--- src/rtl/mcad_pkg.sv ---
// mcad_pkg: types and constants of the core execution datapath
// assumes one 100 MHz clock
package mcad_pkg;

  // ********************
  // timing and sizes
  // ********************
  localparam int         CLK_PERIOD_NS = 10;
  localparam int         SYS_PER_INST  = 4;
  localparam logic [1:0] PHASE_LAST    = 2'(SYS_PER_INST - 1);
  localparam int         PC_W          = 12;
  localparam int         STACK_DEPTH   = 8;
  localparam int         SP_W          = 3;
  localparam logic [1:0] SECTOR_ZERO   = 2'h0;
  localparam logic [7:0] PCL_MEM_ADDR  = 8'h06;

  // ********************
  // register map
  // ********************
  localparam logic [7:0] ADDR_ACCUM  = 8'h00;
  localparam logic [7:0] ADDR_STATUS = 8'h04;
  localparam logic [7:0] ADDR_PC     = 8'h08;
  localparam logic [7:0] ADDR_CTRL   = 8'h0C;
  localparam int         ST_FAULT    = 6;
  localparam int         CTRL_RUN    = 0;
  localparam logic       RUN_RST     = 1'b1;
  localparam logic [7:0] ACCUM_RST   = 8'h00;
  localparam logic [5:0] FLAGS_RST   = 6'h00;

  typedef enum logic [5:0] {
    op_nop, op_add, op_adc, add_to_memory_op, add_carry_to_memory_op,
    op_sub, subtract_to_memory_op, subtract_with_borrow_op,
    subtract_borrow_to_memory_op, decimal_adjust_op,
    op_and, op_or, op_xor, and_to_memory_op, or_to_memory_op, xor_to_memory_op,
    invert_op, invert_to_accumulator_op, op_inc, increment_to_accumulator_op,
    op_dec, decrement_to_accumulator_op,
    rotate_right_op, rotate_right_to_accumulator_op,
    rotate_right_through_carry_op, rotate_right_carry_to_accumulator_op,
    rotate_left_op, rotate_left_to_accumulator_op,
    rotate_left_through_carry_op, rotate_left_carry_to_accumulator_op,
    op_bit_set, op_bit_clear, op_skip_zero, op_skip_nonzero,
    op_skip_bit_zero, op_skip_bit_one, op_skip_inc_zero, op_skip_dec_zero,
    op_mov_to_mem, op_mov_to_accum, unconditional_branch_op, op_call,
    subroutine_return_op
  } mcad_op_type;

  typedef struct packed {
    logic chained_zero_flag;
    logic signed_compare_flag;
    logic overflow_flag;
    logic auxiliary_carry_flag;
    logic carry_flag;
    logic zero_flag;
  } mcad_flags_type;

  typedef struct packed {
    mcad_op_type       op;
    logic              use_imm;
    logic [1:0]        sector;
    logic [7:0]        addr;
    logic [7:0]        imm;
    logic [2:0]        bit_index;
    logic [PC_W-1:0]   target;
    logic [7:0]        mem_data;
  } mcad_inst_type;

  typedef struct packed {
    logic       we;
    logic [7:0] addr;
    logic [7:0] data;
  } mcad_mem_wr_type;

endpackage : mcad_pkg

--- src/rtl/mcad_alu.sv ---
// mcad_alu: combinational byte operations and flag computation
// assumes operands stable while taken
`timescale 1ns/10ps
`default_nettype none
module mcad_alu
  import mcad_pkg::*;
(
  input  wire mcad_op_type    op,
  input  wire logic [7:0]     a,
  input  wire logic [7:0]     m,
  input  wire logic [7:0]     imm,
  input  wire logic           use_imm,
  input  wire logic [2:0]     bit_index,
  input  wire mcad_flags_type flags_in,
  output mcad_flags_type      flags_out,
  output logic [7:0]          res,
  output logic                to_acc,
  output logic                to_mem,
  output logic                skip
);

  logic [7:0] b;
  logic [7:0] bx;
  logic [7:0] bmask;
  logic [8:0] sum;
  logic [4:0] nib;
  logic [8:0] dadj;
  logic       arith;
  logic       sub;
  logic       cin;
  logic       chain;
  logic       zonly;

  always_comb begin
    b     = use_imm ? imm : m;
    bmask = 8'h01 << bit_index; // RULE18
    arith = 1'b0;
    sub   = 1'b0;
    cin   = 1'b0;
    chain = 1'b0;
    case (op)
      op_add, add_to_memory_op: arith = 1'b1;
      op_adc, add_carry_to_memory_op: begin
        arith = 1'b1;
        cin   = flags_in.carry_flag;
      end
      op_sub, subtract_to_memory_op: begin
        arith = 1'b1;
        sub   = 1'b1;
        cin   = 1'b1;
      end
      subtract_with_borrow_op, subtract_borrow_to_memory_op: begin
        arith = 1'b1;
        sub   = 1'b1;
        cin   = flags_in.carry_flag; // RULE5
        chain = 1'b1;
      end
      default: arith = 1'b0;
    endcase
    // one adder for both: subtract adds the inverse, carry set means no borrow
    bx  = sub ? ~b : b;
    sum = {1'b0, a} + {1'b0, bx} + {8'h00, cin}; // RULE1
    nib = {1'b0, a[3:0]} + {1'b0, bx[3:0]} + {4'h0, cin}; // RULE25
    dadj = {1'b0, a};
    if (a[3:0] > 4'h9 || flags_in.auxiliary_carry_flag) begin
      dadj = dadj + 9'h006;
    end
    if (dadj[7:4] > 4'h9 || flags_in.carry_flag || dadj[8]) begin
      dadj = dadj + 9'h060;
    end
    res       = a;
    flags_out = flags_in;
    to_acc    = 1'b0;
    to_mem    = 1'b0;
    skip      = 1'b0;
    zonly     = 1'b1;
    case (op)
      op_add, op_adc, op_sub, subtract_with_borrow_op: to_acc = 1'b1; // RULE2 RULE4
      add_to_memory_op, add_carry_to_memory_op: to_mem = 1'b1; // RULE3
      subtract_to_memory_op, subtract_borrow_to_memory_op: to_mem = 1'b1; // RULE6
      decimal_adjust_op: begin
        res    = dadj[7:0];
        to_mem = 1'b1;
        zonly  = 1'b0;
        flags_out.carry_flag = flags_in.carry_flag | dadj[8]; // RULE7
      end
      op_and, op_or, op_xor: begin
        res    = op == op_and ? a & b : op == op_or ? a | b : a ^ b; // RULE8 RULE22
        to_acc = 1'b1;
      end
      and_to_memory_op, or_to_memory_op, xor_to_memory_op: begin
        res    = op == and_to_memory_op ? a & m : op == or_to_memory_op ? a | m : a ^ m; // RULE9
        to_mem = 1'b1;
      end
      invert_op, invert_to_accumulator_op: begin
        res    = ~m; // RULE11
        to_mem = op == invert_op;
        to_acc = op != invert_op;
      end
      op_inc, increment_to_accumulator_op: begin
        res    = m + 8'h01; // RULE12
        to_mem = op == op_inc;
        to_acc = op != op_inc;
      end
      op_dec, decrement_to_accumulator_op: begin
        res    = m - 8'h01; // RULE13
        to_mem = op == op_dec;
        to_acc = op != op_dec;
      end
      rotate_right_op, rotate_right_to_accumulator_op,
      rotate_left_op, rotate_left_to_accumulator_op: begin
        res    = (op == rotate_right_op || op == rotate_right_to_accumulator_op) ?
                 {m[0], m[7:1]} : {m[6:0], m[7]}; // RULE14
        to_mem = op == rotate_right_op || op == rotate_left_op;
        to_acc = !to_mem;
        zonly  = 1'b0;
      end
      rotate_right_through_carry_op, rotate_right_carry_to_accumulator_op: begin
        res    = {flags_in.carry_flag, m[7:1]}; // RULE15
        to_mem = op == rotate_right_through_carry_op;
        to_acc = !to_mem;
        zonly  = 1'b0;
        flags_out.carry_flag = m[0];
      end
      rotate_left_through_carry_op, rotate_left_carry_to_accumulator_op: begin
        res    = {m[6:0], flags_in.carry_flag}; // RULE16
        to_mem = op == rotate_left_through_carry_op;
        to_acc = !to_mem;
        zonly  = 1'b0;
        flags_out.carry_flag = m[7];
      end
      op_bit_set, op_bit_clear: begin
        res    = op == op_bit_set ? m | bmask : m & ~bmask; // RULE17
        to_mem = 1'b1;
        zonly  = 1'b0;
      end
      op_skip_zero, op_skip_nonzero, op_skip_bit_zero, op_skip_bit_one: begin
        zonly = 1'b0;
        case (op)
          op_skip_zero:     skip = m == 8'h00; // RULE19
          op_skip_nonzero:  skip = m != 8'h00;
          op_skip_bit_zero: skip = (m & bmask) == 8'h00;
          default:          skip = (m & bmask) != 8'h00;
        endcase
      end
      op_skip_inc_zero, op_skip_dec_zero: begin
        res    = op == op_skip_inc_zero ? m + 8'h01 : m - 8'h01;
        to_mem = 1'b1;
        zonly  = 1'b0;
        skip   = res == 8'h00; // RULE19
      end
      op_mov_to_mem: begin
        to_mem = 1'b1;
        zonly  = 1'b0;
      end
      op_mov_to_accum: begin
        res    = m;
        to_acc = 1'b1;
        zonly  = 1'b0;
      end
      default: zonly = 1'b0;
    endcase
    if (arith) begin
      res = sum[7:0];
      flags_out.carry_flag           = sum[8];
      flags_out.auxiliary_carry_flag = nib[4];
      flags_out.overflow_flag        = (a[7] == bx[7]) && (res[7] != a[7]);
      flags_out.zero_flag            = res == 8'h00;
      flags_out.signed_compare_flag  = res[7] ^ flags_out.overflow_flag;
      if (sub) begin
        flags_out.chained_zero_flag = (res == 8'h00) && (!chain || flags_in.chained_zero_flag);
      end
    end else if (zonly) begin
      flags_out.zero_flag = res == 8'h00; // RULE10
    end
  end

endmodule : mcad_alu
`default_nettype wire

--- src/rtl/mcad_datapath.sv ---
// mcad_datapath: accumulator datapath with flags, program counter and apb access
// assumes the sequencer holds inst with its fetched memory byte while inst_valid
// Function
// RULE1: carry on sum above 255, borrow on below 0
// RULE2: add forms take one cycle, five flags
// RULE3: add-to-memory writes sum back to byte
// RULE4: subtract takes one cycle, six flags
// RULE5: borrow variants fold carry into difference
// RULE6: subtract-to-memory stores difference in byte
// RULE7: decimal adjust writes memory, changes carry only
// RULE8: logic ops to accumulator touch zero only
// RULE9: logic-to-memory writes byte, zero flag only
// RULE10: zero flag follows logic result equal zero
// RULE11: invert byte to memory or accumulator
// RULE12: increment by exactly one, zero flag only
// RULE13: decrement by exactly one, zero flag only
// RULE14: plain rotates circulate byte, no flags
// RULE15: right rotate through carry, carry only
// RULE16: left rotate through carry, carry only
// RULE17: bit set or clear keeps other bits
// RULE18: bit index limited to zero through seven
// RULE19: test skips next instruction on condition
// RULE20: call saves next address, return resumes it
// RULE21: short memory forms reach sector zero only
// RULE22: one operand always via the accumulator
// RULE23: program counter writes and taken skips take two
// RULE24: instruction cycle spans four system clocks
// RULE25: aux carry from bit three, signed overflow
//
// The implementer's own choices: the APB register port and the register offsets.
`timescale 1ns/10ps
`default_nettype none
module mcad_datapath
  import mcad_pkg::*;
(
  input  wire logic          pclk,
  input  wire logic          presetn,
  input  wire logic          psel,
  input  wire logic          penable,
  input  wire logic          pwrite,
  input  wire logic [7:0]    paddr,
  input  wire logic [31:0]   pwdata,
  output logic [31:0]        prdata,
  output logic               pready,
  output logic               pslverr,
  input  wire logic          inst_valid,
  input  wire mcad_inst_type inst,
  output logic               inst_ready,
  output mcad_mem_wr_type    mem_wr,
  output logic [PC_W-1:0]    pc_value
);

  // ********************
  // state
  // ********************
  logic [1:0]      phase_reg;
  logic            hold_reg;
  logic            run_reg;
  logic            fault_reg;
  logic [7:0]      accumulator_reg;
  mcad_flags_type  flags_reg;
  logic [PC_W-1:0] pc_reg;
  logic [SP_W-1:0] sp_reg;
  logic [PC_W-1:0] stack_mem [STACK_DEPTH];
  mcad_mem_wr_type mem_wr_reg;
  logic [31:0]     prdata_reg;

  logic            tick;
  logic            accept;
  logic            uses_mem;
  logic            refused;
  logic            effective;
  logic            branch;
  logic            pcl_write;
  logic            long_inst;
  logic            apb_wr;
  logic            mapped;
  mcad_flags_type  alu_flags;
  logic [7:0]      alu_res;
  logic            alu_to_acc;
  logic            alu_to_mem;
  logic            alu_skip;

  mcad_alu u_alu (
    .op        (inst.op),
    .a         (accumulator_reg),
    .m         (inst.mem_data),
    .imm       (inst.imm),
    .use_imm   (inst.use_imm),
    .bit_index (inst.bit_index),
    .flags_in  (flags_reg),
    .flags_out (alu_flags),
    .res       (alu_res),
    .to_acc    (alu_to_acc),
    .to_mem    (alu_to_mem),
    .skip      (alu_skip)
  );

  // ********************
  // instruction cycle timing
  // ********************
  // a slow enable, not a clock: every flop stays on pclk
  always_ff @(posedge pclk or negedge presetn) begin
    if (!presetn) begin
      phase_reg <= 2'h0;
    end else begin
      phase_reg <= phase_reg + 2'h1; // RULE24
    end
  end

  assign tick       = phase_reg == PHASE_LAST;
  assign inst_ready = tick && !hold_reg && run_reg;
  assign accept     = inst_valid && inst_ready;

  assign branch    = inst.op == unconditional_branch_op || inst.op == op_call ||
                     inst.op == subroutine_return_op;
  assign uses_mem  = !inst.use_imm && !branch && inst.op != op_nop;
  assign refused   = uses_mem && inst.sector != SECTOR_ZERO; // RULE21
  assign effective = accept && !refused;
  assign pcl_write = alu_to_mem && inst.addr == PCL_MEM_ADDR;
  assign long_inst = !refused && (branch || pcl_write || alu_skip); // RULE23

  // second instruction cycle blocks the next take
  always_ff @(posedge pclk or negedge presetn) begin
    if (!presetn) begin
      hold_reg <= 1'b0;
    end else if (accept) begin
      hold_reg <= long_inst; // RULE23
    end else if (tick) begin
      hold_reg <= 1'b0;
    end
  end

  // ********************
  // accumulator and flags
  // ********************
  always_ff @(posedge pclk or negedge presetn) begin
    if (!presetn) begin
      accumulator_reg <= ACCUM_RST;
    end else if (effective && alu_to_acc) begin
      accumulator_reg <= alu_res; // RULE22
    end else if (apb_wr && paddr == ADDR_ACCUM) begin
      accumulator_reg <= pwdata[7:0];
    end
  end

  always_ff @(posedge pclk or negedge presetn) begin
    if (!presetn) begin
      flags_reg <= FLAGS_RST;
    end else if (effective) begin
      flags_reg <= alu_flags; // RULE2 RULE4
    end else if (apb_wr && paddr == ADDR_STATUS) begin
      flags_reg <= pwdata[5:0];
    end
  end

  // refused access is sticky; a new refusal beats the software clear
  always_ff @(posedge pclk or negedge presetn) begin
    if (!presetn) begin
      fault_reg <= 1'b0;
    end else if (accept && refused) begin
      fault_reg <= 1'b1; // RULE21
    end else if (apb_wr && paddr == ADDR_STATUS && pwdata[ST_FAULT]) begin
      fault_reg <= 1'b0;
    end
  end

  // ********************
  // data memory write port
  // ********************
  always_ff @(posedge pclk or negedge presetn) begin
    if (!presetn) begin
      mem_wr_reg <= '0;
    end else begin
      mem_wr_reg.we   <= effective && alu_to_mem; // RULE3 RULE9
      mem_wr_reg.addr <= inst.addr;
      mem_wr_reg.data <= alu_res;
    end
  end

  assign mem_wr = mem_wr_reg;

  // ********************
  // program counter and return stack
  // ********************
  always_ff @(posedge pclk or negedge presetn) begin
    if (!presetn) begin
      pc_reg <= '0;
    end else if (effective) begin
      case (inst.op)
        unconditional_branch_op, op_call: pc_reg <= inst.target;
        subroutine_return_op: pc_reg <= stack_mem[sp_reg - 3'h1]; // RULE20
        default: begin
          if (pcl_write) begin
            pc_reg <= {pc_reg[PC_W-1:8], alu_res}; // RULE23
          end else if (alu_skip) begin
            pc_reg <= pc_reg + 12'h002; // RULE19
          end else begin
            pc_reg <= pc_reg + 12'h001;
          end
        end
      endcase
    end else if (accept) begin
      pc_reg <= pc_reg + 12'h001;
    end
  end

  // overflow wraps silently, like a small hardware stack
  always_ff @(posedge pclk or negedge presetn) begin
    if (!presetn) begin
      sp_reg <= '0;
    end else if (effective && inst.op == op_call) begin
      sp_reg <= sp_reg + 3'h1;
    end else if (effective && inst.op == subroutine_return_op) begin
      sp_reg <= sp_reg - 3'h1;
    end
  end

  always_ff @(posedge pclk) begin
    if (effective && inst.op == op_call) begin
      stack_mem[sp_reg] <= pc_reg + 12'h001; // RULE20
    end
  end

  assign pc_value = pc_reg;

  // ********************
  // apb slave
  // ********************
  assign apb_wr  = psel && penable && pwrite;
  assign mapped  = paddr == ADDR_ACCUM || paddr == ADDR_STATUS ||
                   paddr == ADDR_PC || paddr == ADDR_CTRL;
  assign pready  = 1'b1;
  assign pslverr = psel && penable && !mapped;

  always_ff @(posedge pclk or negedge presetn) begin
    if (!presetn) begin
      run_reg <= RUN_RST;
    end else if (apb_wr && paddr == ADDR_CTRL) begin
      run_reg <= pwdata[CTRL_RUN];
    end
  end

  // read data captured in the setup cycle so it comes from a flop
  always_ff @(posedge pclk or negedge presetn) begin
    if (!presetn) begin
      prdata_reg <= '0;
    end else if (psel && !penable && !pwrite) begin
      if (paddr == ADDR_ACCUM) begin
        prdata_reg <= {24'h000000, accumulator_reg};
      end else if (paddr == ADDR_STATUS) begin
        prdata_reg <= {25'h0000000, fault_reg, flags_reg};
      end else if (paddr == ADDR_PC) begin
        prdata_reg <= {20'h00000, pc_reg};
      end else if (paddr == ADDR_CTRL) begin
        prdata_reg <= {31'h00000000, run_reg};
      end else begin
        prdata_reg <= '0;
      end
    end
  end

  assign prdata = prdata_reg;
endmodule : mcad_datapath
`default_nettype wire

--- config.mk ---
export PLATFORM = sky130hd
export DESIGN_NAME = mcad_datapath
export DESIGN_NICKNAME = d
export VERILOG_FILES = /design/src/rtl/mcad_pkg.sv /design/src/rtl/mcad_alu.sv /design/src/rtl/mcad_datapath.sv
export SDC_FILE = /design/constraint.sdc
export NUM_CORES = 1
export LEC_CHECK = 0
export BUFFER_PORTS_ARGS = -buffer_cell sky130_fd_sc_hd__buf_4
export CAP_MARGIN = 15
export CORE_MARGIN = 2
export CORE_UTILIZATION = 59
export CTS_BUF_LIST = sky130_fd_sc_hd__clkbuf_16
export CTS_CLUSTER_SIZE = 20
export DETAILED_ROUTE_END_ITERATION = 6
export MAX_ROUTING_LAYER = met4
export PLACE_DENSITY = 0.82
export SLEW_MARGIN = 10
export SYNTH_ARGS = -nofsm -noshare
export SYNTH_HDL_FRONTEND = slang
export SYNTH_SLANG_ARGS = --single-unit
--- constraint.sdc ---
create_clock -name pclk -period 4.31 [get_ports pclk]
set_input_delay 0.2155 -clock pclk [delete_from_list [all_inputs] [get_ports pclk]]
set_output_delay 0.2155 -clock pclk [all_outputs]
set_load 0.005 [all_outputs]
==> impl_metrics.ini, run 1 <==
[outcome]
outcome = completed

[sta]
maxSlewViolCount = 0
slew_headroom = 0.1649
fin_ws_ps = 442.4
maxClockFrequency_ghz = 0.2586
final.setup_skew_ps = 17.61
tightest_slew_ps = 1221
rsz0062_at_grt = false
setup_viol = 0
fin_crit_ps = 3868
finalHoldViolCount = 0
post-route-period-util = 0.8974
setup_tns_ps = 0

[clock_network]
cts_setup_buffers = 0
cts_sinks = 159
cts-htree-levels = 4
clk_pin_slew_worst_paths_ps = 70
clk_latency_ps = 440
cts_made_buffers = 17
cts_root_buffer = clkbuf_16
cts_max_path_buffers = 2
cts_tree = yes
cts_resized = 0

[grt]
grt.total_usage = 0.3678
grt_max_degree = 64
globalRouteOverflowTotal = 0
grt_pass1_vias = 9543
grt_pass1_wl_um = 54880
antenna_found_initial = 0

[power]
power.leakage_nw = 5.195
p_int_mw = 2.608
pwr-share-comb = 0.151
clock_power_share = 0.397
p_per_area_nw_per_um2 = 279.9
seqPwrFrac = 0.452
sw_frac_of_total = 0.2861
switchingPower_mw = 1.045
vdd_drop_max_mv = 0.2370

[drt]
vias = 10420
drtAntennaViolNets = 0
drt_iter0_drc = 1583
dr.pass1.iters = 6
wl_per_cell_um = 24.29
via_per_inst = 7.002
drcViolationCount = 0
routed_wl_um = 36150

[floorplanning]
io_pins = 158
die-area_um2 = 20310
core_area_um2 = 18770
rows = 50
dieWidth_um = 142.5
initial_utilization = 0.6032
die_y_um = 142.5

[logic_synthesis]
syn_area_um2 = 11320
synthTopCellsByCount = edfxtp_1, nand2_1, nor2_1
syn_inst = 1135
yosys-top-cells-area = edfxtp_1, dfrtp_1, ha_1
seq_area_frac_synth = 0.3940
synth-seq-cells = 159
yosysMostFrequentCell = edfxtp_1
ys.flop_type = edfxtp_1
synth_top_cell_by_area = edfxtp_1
synth_area_per_cell_um2 = 9.974
yosys_warnings = 0
synth.distinct_cells = 91
synthArstFlopShare = 0.3962
synth_top_area_share = 0.2546
synth_edf_count = 96

[worst_setup_path]
worstPathRequired_ps = 4610
worst-path-max-fanout = 12
cp-end-kind = flip-flop
cp_data_arrival_time_ps = 4170
startpoint_type = flip-flop
worstSetupPathType = flip-flop to flip-flop

[cells_and_area]
num_antenna_cells = 0
fillers = 1432
layout-area-overhead-vs-synth_pct = 15.29
largest_reg_flops = 96
multi_input_comb_area_um2 = 6311
drive_gt1_frac = 0.2049
seqCellArea_um2 = 4461
nets = 1387

[place]
pre_cts_slack_ps = 740.8
place.gp.congestion = 1.046
portBuffers = 112
dp_hpwl_um = 25570

[min_path]
hp-class = primary input to flip-flop

[job]
cap_violations = 0
-- per-layer routing --
layer	up-vias	routed length, um	track usage
met5	-	0	-
met4	0	1763	0.1668
met2	832	16040	0.5430
li1	4487	-	-
met3	170	4510	0.06830
met1	4930	13840	0.4969
-- kinds of logic (layout without fill, tap and decap cells) --
kind of cell / count (synthesis) / count (layout) / synth area share
flops: 159 / 159 / 0.3940
compound gates: 287 / 287 / 0.1779
xor+xnor: 44 / 44 / 0.03470
simple gates: 375 / 375 / 0.1793
fa+ha+maj: 52 / 52 / 0.05880
other cells: 2 / 21 / 0.0006634
mux: 77 / 77 / 0.09892
buf+inv: 139 / 239 / 0.05570
-- placed cells by master, fill, tap and decap left out, types with 8 or more instances in the layout --
master         instances
a22o_1                11
edfxtp_1              96
inv_1                 41
mux2i_1               32
dfrtp_1               62
a31oi_1                8
o21a_1                 9
clkbuf_16             17
xor2_1                11
nor4b_1                8
nor4_1                10
dlygate4sd3_1          9
nor2_1                77
o211ai_1              14
conb_1                21
a2111oi_0             10
o21ai_0               51
mux4_2                25
or3_1                  8
ha_1                  50
nor3b_1               13
a211oi_1              13
xnor2_1               32
nand3_1               30
a21oi_1               63
nor3_1                30
nand2_1               84
mux2_2                19
and3b_1                8
a221oi_1              17
and3_1                16
a221o_1               10
buf_4                155
and2_1                11
nand2b_1              15
a22oi_1                8
nor2b_1               17
-- power groups by stage --
stage,Sequential [mW],Clock [mW],Combinational (mW)
2_1_floorplan,1.68,0,0.320
3_3_place_gp,1.68,0,0.517
3_5_place_dp,1.68,0,0.523
4_1_cts,1.65,1.45,0.533
5_1_grt,1.65,1.51,0.589
6_report,1.65,1.45,0.552
-- metrics by stage --
stage	instance area, um2	util	cells	power [mW]	hold slack (ps)
after CTS	13050	0.6954	1488	3.634	34.14
after global routing	13050	0.6954	1488	3.753	39.85
final	13050	0.6954	1488	3.654	47.17
after floorplan	11390	-	1154	1.998	-80.09
after global placement	12390	0.6601	1447	2.201	332.8
after detailed placement	12390	0.6601	1447	2.207	333.8
-- worst max-delay path, cell delays in order, from the launching register on --
cell	delay, ps
dfrtp_1	660
nand2_1	180
or3_1	460
xnor2_1	160
ha_1	280
nor2b_1	120
a2111oi_0	70
buf_4	180
a2111oi_0	1010
nor2_1	280
a311o_1	340
-- cell type report --
class                           count  share of cell area
Sequential cell                   159              0.3418
Inverter                           43             0.01237
Timing Repair Buffer              164             0.09606
Multi-Input combinational cell    856              0.4836
Clock inverter                     15             0.01122
Clock buffer                       17             0.03260
Tap cell                          234             0.02243
-- worst paths after layout --
check | cells after the start | end | start | slack [ps]
max | 10 | pc_value[6] | accumulator_reg[3] | 440
min | 2 | flags_reg[2] | pwdata[2] | 50
max reg2reg | 10 | pc_value[6] | accumulator_reg[3] | 440
min reg2reg | 1 | phase_reg[0] | phase_reg[0] | 470
max in group asynchronous | 2 | pc_value[4] | presetn | 3360
min in group asynchronous | 2 | mem_wr[14] | presetn | 410
-- what timing repair did --
action	4_1_cts	5_1_grt
setup endpoints to repair	0	0
hold endpoints to repair	70	0
hold buffers	9	0
Note: power is estimated with default switching activity, not from simulation.
==> run 2, diff against run 1 <==
--- a/config.mk
+++ b/config.mk
@@ -9,7 +9,7 @@
 export CAP_MARGIN = 15
 export CORE_MARGIN = 2
 export CORE_UTILIZATION = 59
-export CTS_BUF_LIST = sky130_fd_sc_hd__clkbuf_16
+export CTS_BUF_LIST = sky130_fd_sc_hd__clkbuf_4
 export CTS_CLUSTER_SIZE = 20
 export DETAILED_ROUTE_END_ITERATION = 6
 export MAX_ROUTING_LAYER = met4
==> impl_metrics.ini, run 2 (synthesized netlist as in run 1, its figures left out) <==
[grt]
globalRouteOverflowTotal = 0
antenna_found_initial = 1
grt.total_usage = 0.3611
grt_pass1_vias = 9391
grt_max_degree = 64
grt_pass1_wl_um = 53990

[power]
power.total_mw = 3.058
vdd_drop_max_mv = 0.1461
power.leakage_nw = 5.108
p_per_area_nw_per_um2 = 237.9

[clock_network]
cts_resized = 0
cts_root_buffer = clkbuf_4
cts_sinks = 159
cts-htree-levels = 4
clk_latency_ps = 570
clk_pin_slew_worst_paths_ps = 160
cts_tree = yes
cts_max_path_buffers = 2
cts_made_buffers = 17

[cells_and_area]
finalInstanceArea_um2 = 12860
largest_reg_flops = 96
fin_util = 0.6850
fillers = 1481
drive_gt1_frac = 0.2033
multi_input_comb_area_um2 = 6311
nets = 1397
final_common_cell = buf_4
final_cell_mix = buf_4, edfxtp_1, nand2_1
layout-area-overhead-vs-synth_pct = 13.56
seqCellArea_um2 = 4461

[floorplanning]
initial_utilization = 0.6032
core_area_um2 = 18770
die-area_um2 = 20310
io_pins = 158
die_y_um = 142.5
dieWidth_um = 142.5
rows = 50

[drt]
wl_met1_um = 13900
top_layer_used = met4
drtAntennaViolNets = 0
routed_wl_um = 35250
wl_met2_um = 15620
vias = 10330
drcViolationCount = 0
via_per_inst = 6.891
wl_per_cell_um = 23.51
wl_met3_um = 4252
drt_iter0_drc = 1539
dr.pass1.iters = 6

[sta]
slew_headroom = 0.1709
setup_viol = 0
final.setup_skew_ps = 30.58
maxSlewViolCount = 0
setup_tns_ps = 0
tightest_slew_ps = 1212
fin_crit_ps = 3886
maxClockFrequency_ghz = 0.2573
post-route-period-util = 0.9017
finalHoldViolCount = 0
fin_ws_ps = 423.9
rsz0062_at_grt = false

[worst_setup_path]
worst-path-max-fanout = 12
startpoint_type = flip-flop
worstPathRequired_ps = 4750
worstSetupPathType = flip-flop to flip-flop
cp_data_arrival_time_ps = 4320
cp-end-kind = flip-flop

[min_path]
hp-class = primary input to flip-flop

[outcome]
outcome = completed

[place]
pre_cts_slack_ps = 740.8
place.gp.congestion = 1.046
place_area_um2 = 12390
dp_hpwl_um = 25570
portBuffers = 112

[job]
cap_violations = 0
-- run 2: cell types whose count changed in the layout (fill, tap and decap cells not counted) --
cell / before / now
clkbuf_16: 17 / 0
clkbuf_4: 0 / 17
dlygate4sd3_1: 9 / 19
diode_2: 0 / 1
-- run 2: per-stage QoR --
stage | std cells | hold slack (ps)
final | 1499 | 52.46
after CTS | 1498 | 1.586
after detailed placement | 1447 | 333.8
after floorplan | 1154 | -80.09
after global routing | 1499 | 44.06
after global placement | 1447 | 332.8
-- run 2: worst paths after layout --
| path | cells past startpoint | from | slack [ps] | endpoint |
|---|---|---|---|---|
| worst max register to register | 10 | accumulator_reg[3] | 420 | pc_value[6] |
| worst max-delay path | 10 | accumulator_reg[3] | 420 | pc_value[6] |
| worst min-delay path | 4 | inst[9] | 50 | pc_value[1] |
| worst min register to register | 1 | phase_reg[0] | 490 | phase_reg[0] |
| min in group asynchronous | 2 | presetn | 260 | mem_wr[11] |
| max in group asynchronous | 2 | presetn | 3510 | fault_reg |
-- run 2: metal layers --
metal,vias up,track usage
li1,4522,-
met1,4862,0.5009
met2,819,0.5296
met3,126,0.06090
met4,0,0.1501
met5,-,-
-- run 2: critical path: stages (launching register included) --
cell	delay, ps
dfrtp_1	690
nand2_1	180
or3_1	460
xnor2_1	160
ha_1	280
nor2b_1	120
a2111oi_0	70
buf_4	170
a2111oi_0	1000
nor2_1	290
a311o_1	340
-- run 2: layout make-up --
| cell class | instances | area share |
|---|---|---|
| diodes | 1 | 0.0001946 |
| clock buffers | 17 | 0.009927 |
| clock inverters | 15 | 0.01139 |
| inverters | 43 | 0.01255 |
| multi-input cells | 856 | 0.4909 |
| flip-flops and latches | 159 | 0.3470 |
| well taps | 234 | 0.02277 |
| repair buffers | 174 | 0.1053 |
-- run 2: where the power goes --
group	total, mW	internal, mW	switching [mW]
Combinational	0.554	0.214	0.340
Sequential	1.65	1.63	0.0199
Clock	0.851	0.257	0.594
-- run 2: what timing repair did --
action | in CTS | in global routing
endpoints found under the hold margin | 86 | 0
hold buffers | 19 | 0
setup buffers | 0 | 0
==> run 3, diff against run 2 <==
--- a/config.mk
+++ b/config.mk
@@ -7,7 +7,6 @@
 export LEC_CHECK = 0
 export BUFFER_PORTS_ARGS = -buffer_cell sky130_fd_sc_hd__buf_4
 export CAP_MARGIN = 15
-export CORE_MARGIN = 2
 export CORE_UTILIZATION = 59
 export CTS_BUF_LIST = sky130_fd_sc_hd__clkbuf_4
 export CTS_CLUSTER_SIZE = 20
==> impl_metrics.ini, run 3 (synthesized netlist as in run 1, its figures left out) <==
[outcome]
outcome = completed

[floorplanning]
core_area_um2 = 18770
dieWidth_um = 140.5
rows = 50
io_pins = 158
die_y_um = 140.5
initial_utilization = 0.6032
die-area_um2 = 19750

[drt]
drtAntennaViolNets = 0
vias = 10380
dr.pass1.iters = 7
drt_iter0_drc = 1606
wl_per_cell_um = 24.02
drcViolationCount = 0
routed_wl_um = 36070
via_per_inst = 6.909

[clock_network]
cts_sinks = 159
cts_setup_buffers = 0
cts_root_buffer = clkbuf_4
cts_max_path_buffers = 2
clk_pin_slew_worst_paths_ps = 170
cts-htree-levels = 4
clk_latency_ps = 600
cts_resized = 0
cts_hold_buf = 20
cts_made_buffers = 17
cts_tree = yes

[place]
portBuffers = 112
place.gp.congestion = 1.017
dp_hpwl_um = 26020

[grt]
grt_pass1_vias = 9360
grt.total_usage = 0.3828
antenna_found_initial = 1
globalRouteOverflowTotal = 0
grt_pass1_wl_um = 54970
grt_max_degree = 64

[sta]
final.setup_skew_ps = 31.66
maxClockFrequency_ghz = 0.2796
tightest_slew_ps = 1085
fin_crit_ps = 3576
maxSlewViolCount = 0
setup_tns_ps = 0
finalHoldViolCount = 0
setup_viol = 0
rsz0062_at_grt = false
post-route-period-util = 0.8298
slew_headroom = 0.2577

[cells_and_area]
nets = 1400
layout-area-overhead-vs-synth_pct = 13.99
final_cell_mix = buf_4, edfxtp_1, nand2_1
largest_reg_flops = 96
fillers = 1437
fin_util = 0.6876
final_common_cell = buf_4
drive_gt1_frac = 0.2052

[worst_setup_path]
r2r_cells = 11
startpoint_type = flip-flop
cp-end-kind = flip-flop
reg2reg_slack_ps = 730
cp_data_arrival_time_ps = 4090
worstPathRequired_ps = 4820
worstSetupPathType = flip-flop to flip-flop
worst-path-max-fanout = 11

[power]
vdd_drop_max_mv = 0.1361
power.leakage_nw = 5.133
p_per_area_nw_per_um2 = 242.9

[job]
cap_violations = 0

[min_path]
hp-class = primary input to flip-flop
holdPathStages = 4
## run 3: power breakdown
part	switching [mW]	internal, mW	total, mW
clock	0.642	0.279	0.921
combinational	0.342	0.216	0.558
sequential	0.0222	1.63	1.66
## run 3: worst max-delay path, cell delays in order (launching register included)
cell       delay [ps]
dfrtp_1           420
buf_4             200
nor3_1            390
nor3_1            170
xnor2_1           160
ha_1              280
nor2b_1           120
a2111oi_0          70
buf_4             180
a2111oi_0         910
nor2_1            260
a311o_1           330
## run 3: worst paths after layout
path | from | end
worst max-delay path | accumulator_reg[2] | pc_value[6]
worst min-delay path | inst[9] | pc_value[1]
worst max register to register | accumulator_reg[2] | pc_value[6]
worst min register to register | phase_reg[0] | phase_reg[0]
max in group asynchronous | presetn | mem_wr[16]
min in group asynchronous | presetn | pc_value[6]
## run 3: routing by layer
metal / wire length, um / up-vias / global-route usage / part of all wire
met1: 14380 / 4933 / 0.5283 / 0.40
li1: - / 4518 / - / -
met5: 0 / - / - / 0
met3: 3893 / 125 / 0.04479 / 0.11
met4: 1580 / 0 / 0.1670 / 0.044
met2: 16220 / 802 / 0.5726 / 0.45
## run 3: layout make-up
class	count	area, um2	area share
Clock inverter	14	162.7	0.01260
Sequential cell	159	4461	0.3456
Clock buffer	18	135.1	0.01047
Timing Repair Buffer	177	1379	0.1068
Antenna cell	1	2.502	0.0001939
Inverter	43	161.4	0.01251
Tap cell	234	292.8	0.02269
Multi-Input combinational cell	856	6311	0.4890
## run 3: through the flow
step	hold WS [ps]	setup slack, ps	power [mW]	std cells	instance area (um2)
after floorplan	-80.09	558.7	1.998	1154	11390
after global placement	332.8	774.7	2.204	1449	12400
after detailed placement	335.5	690.7	2.212	1449	12400
after CTS	12.84	810.2	3.125	1501	12900
after global routing	32.30	605.3	3.244	1502	12900
final	43.54	733.8	3.134	1502	12900
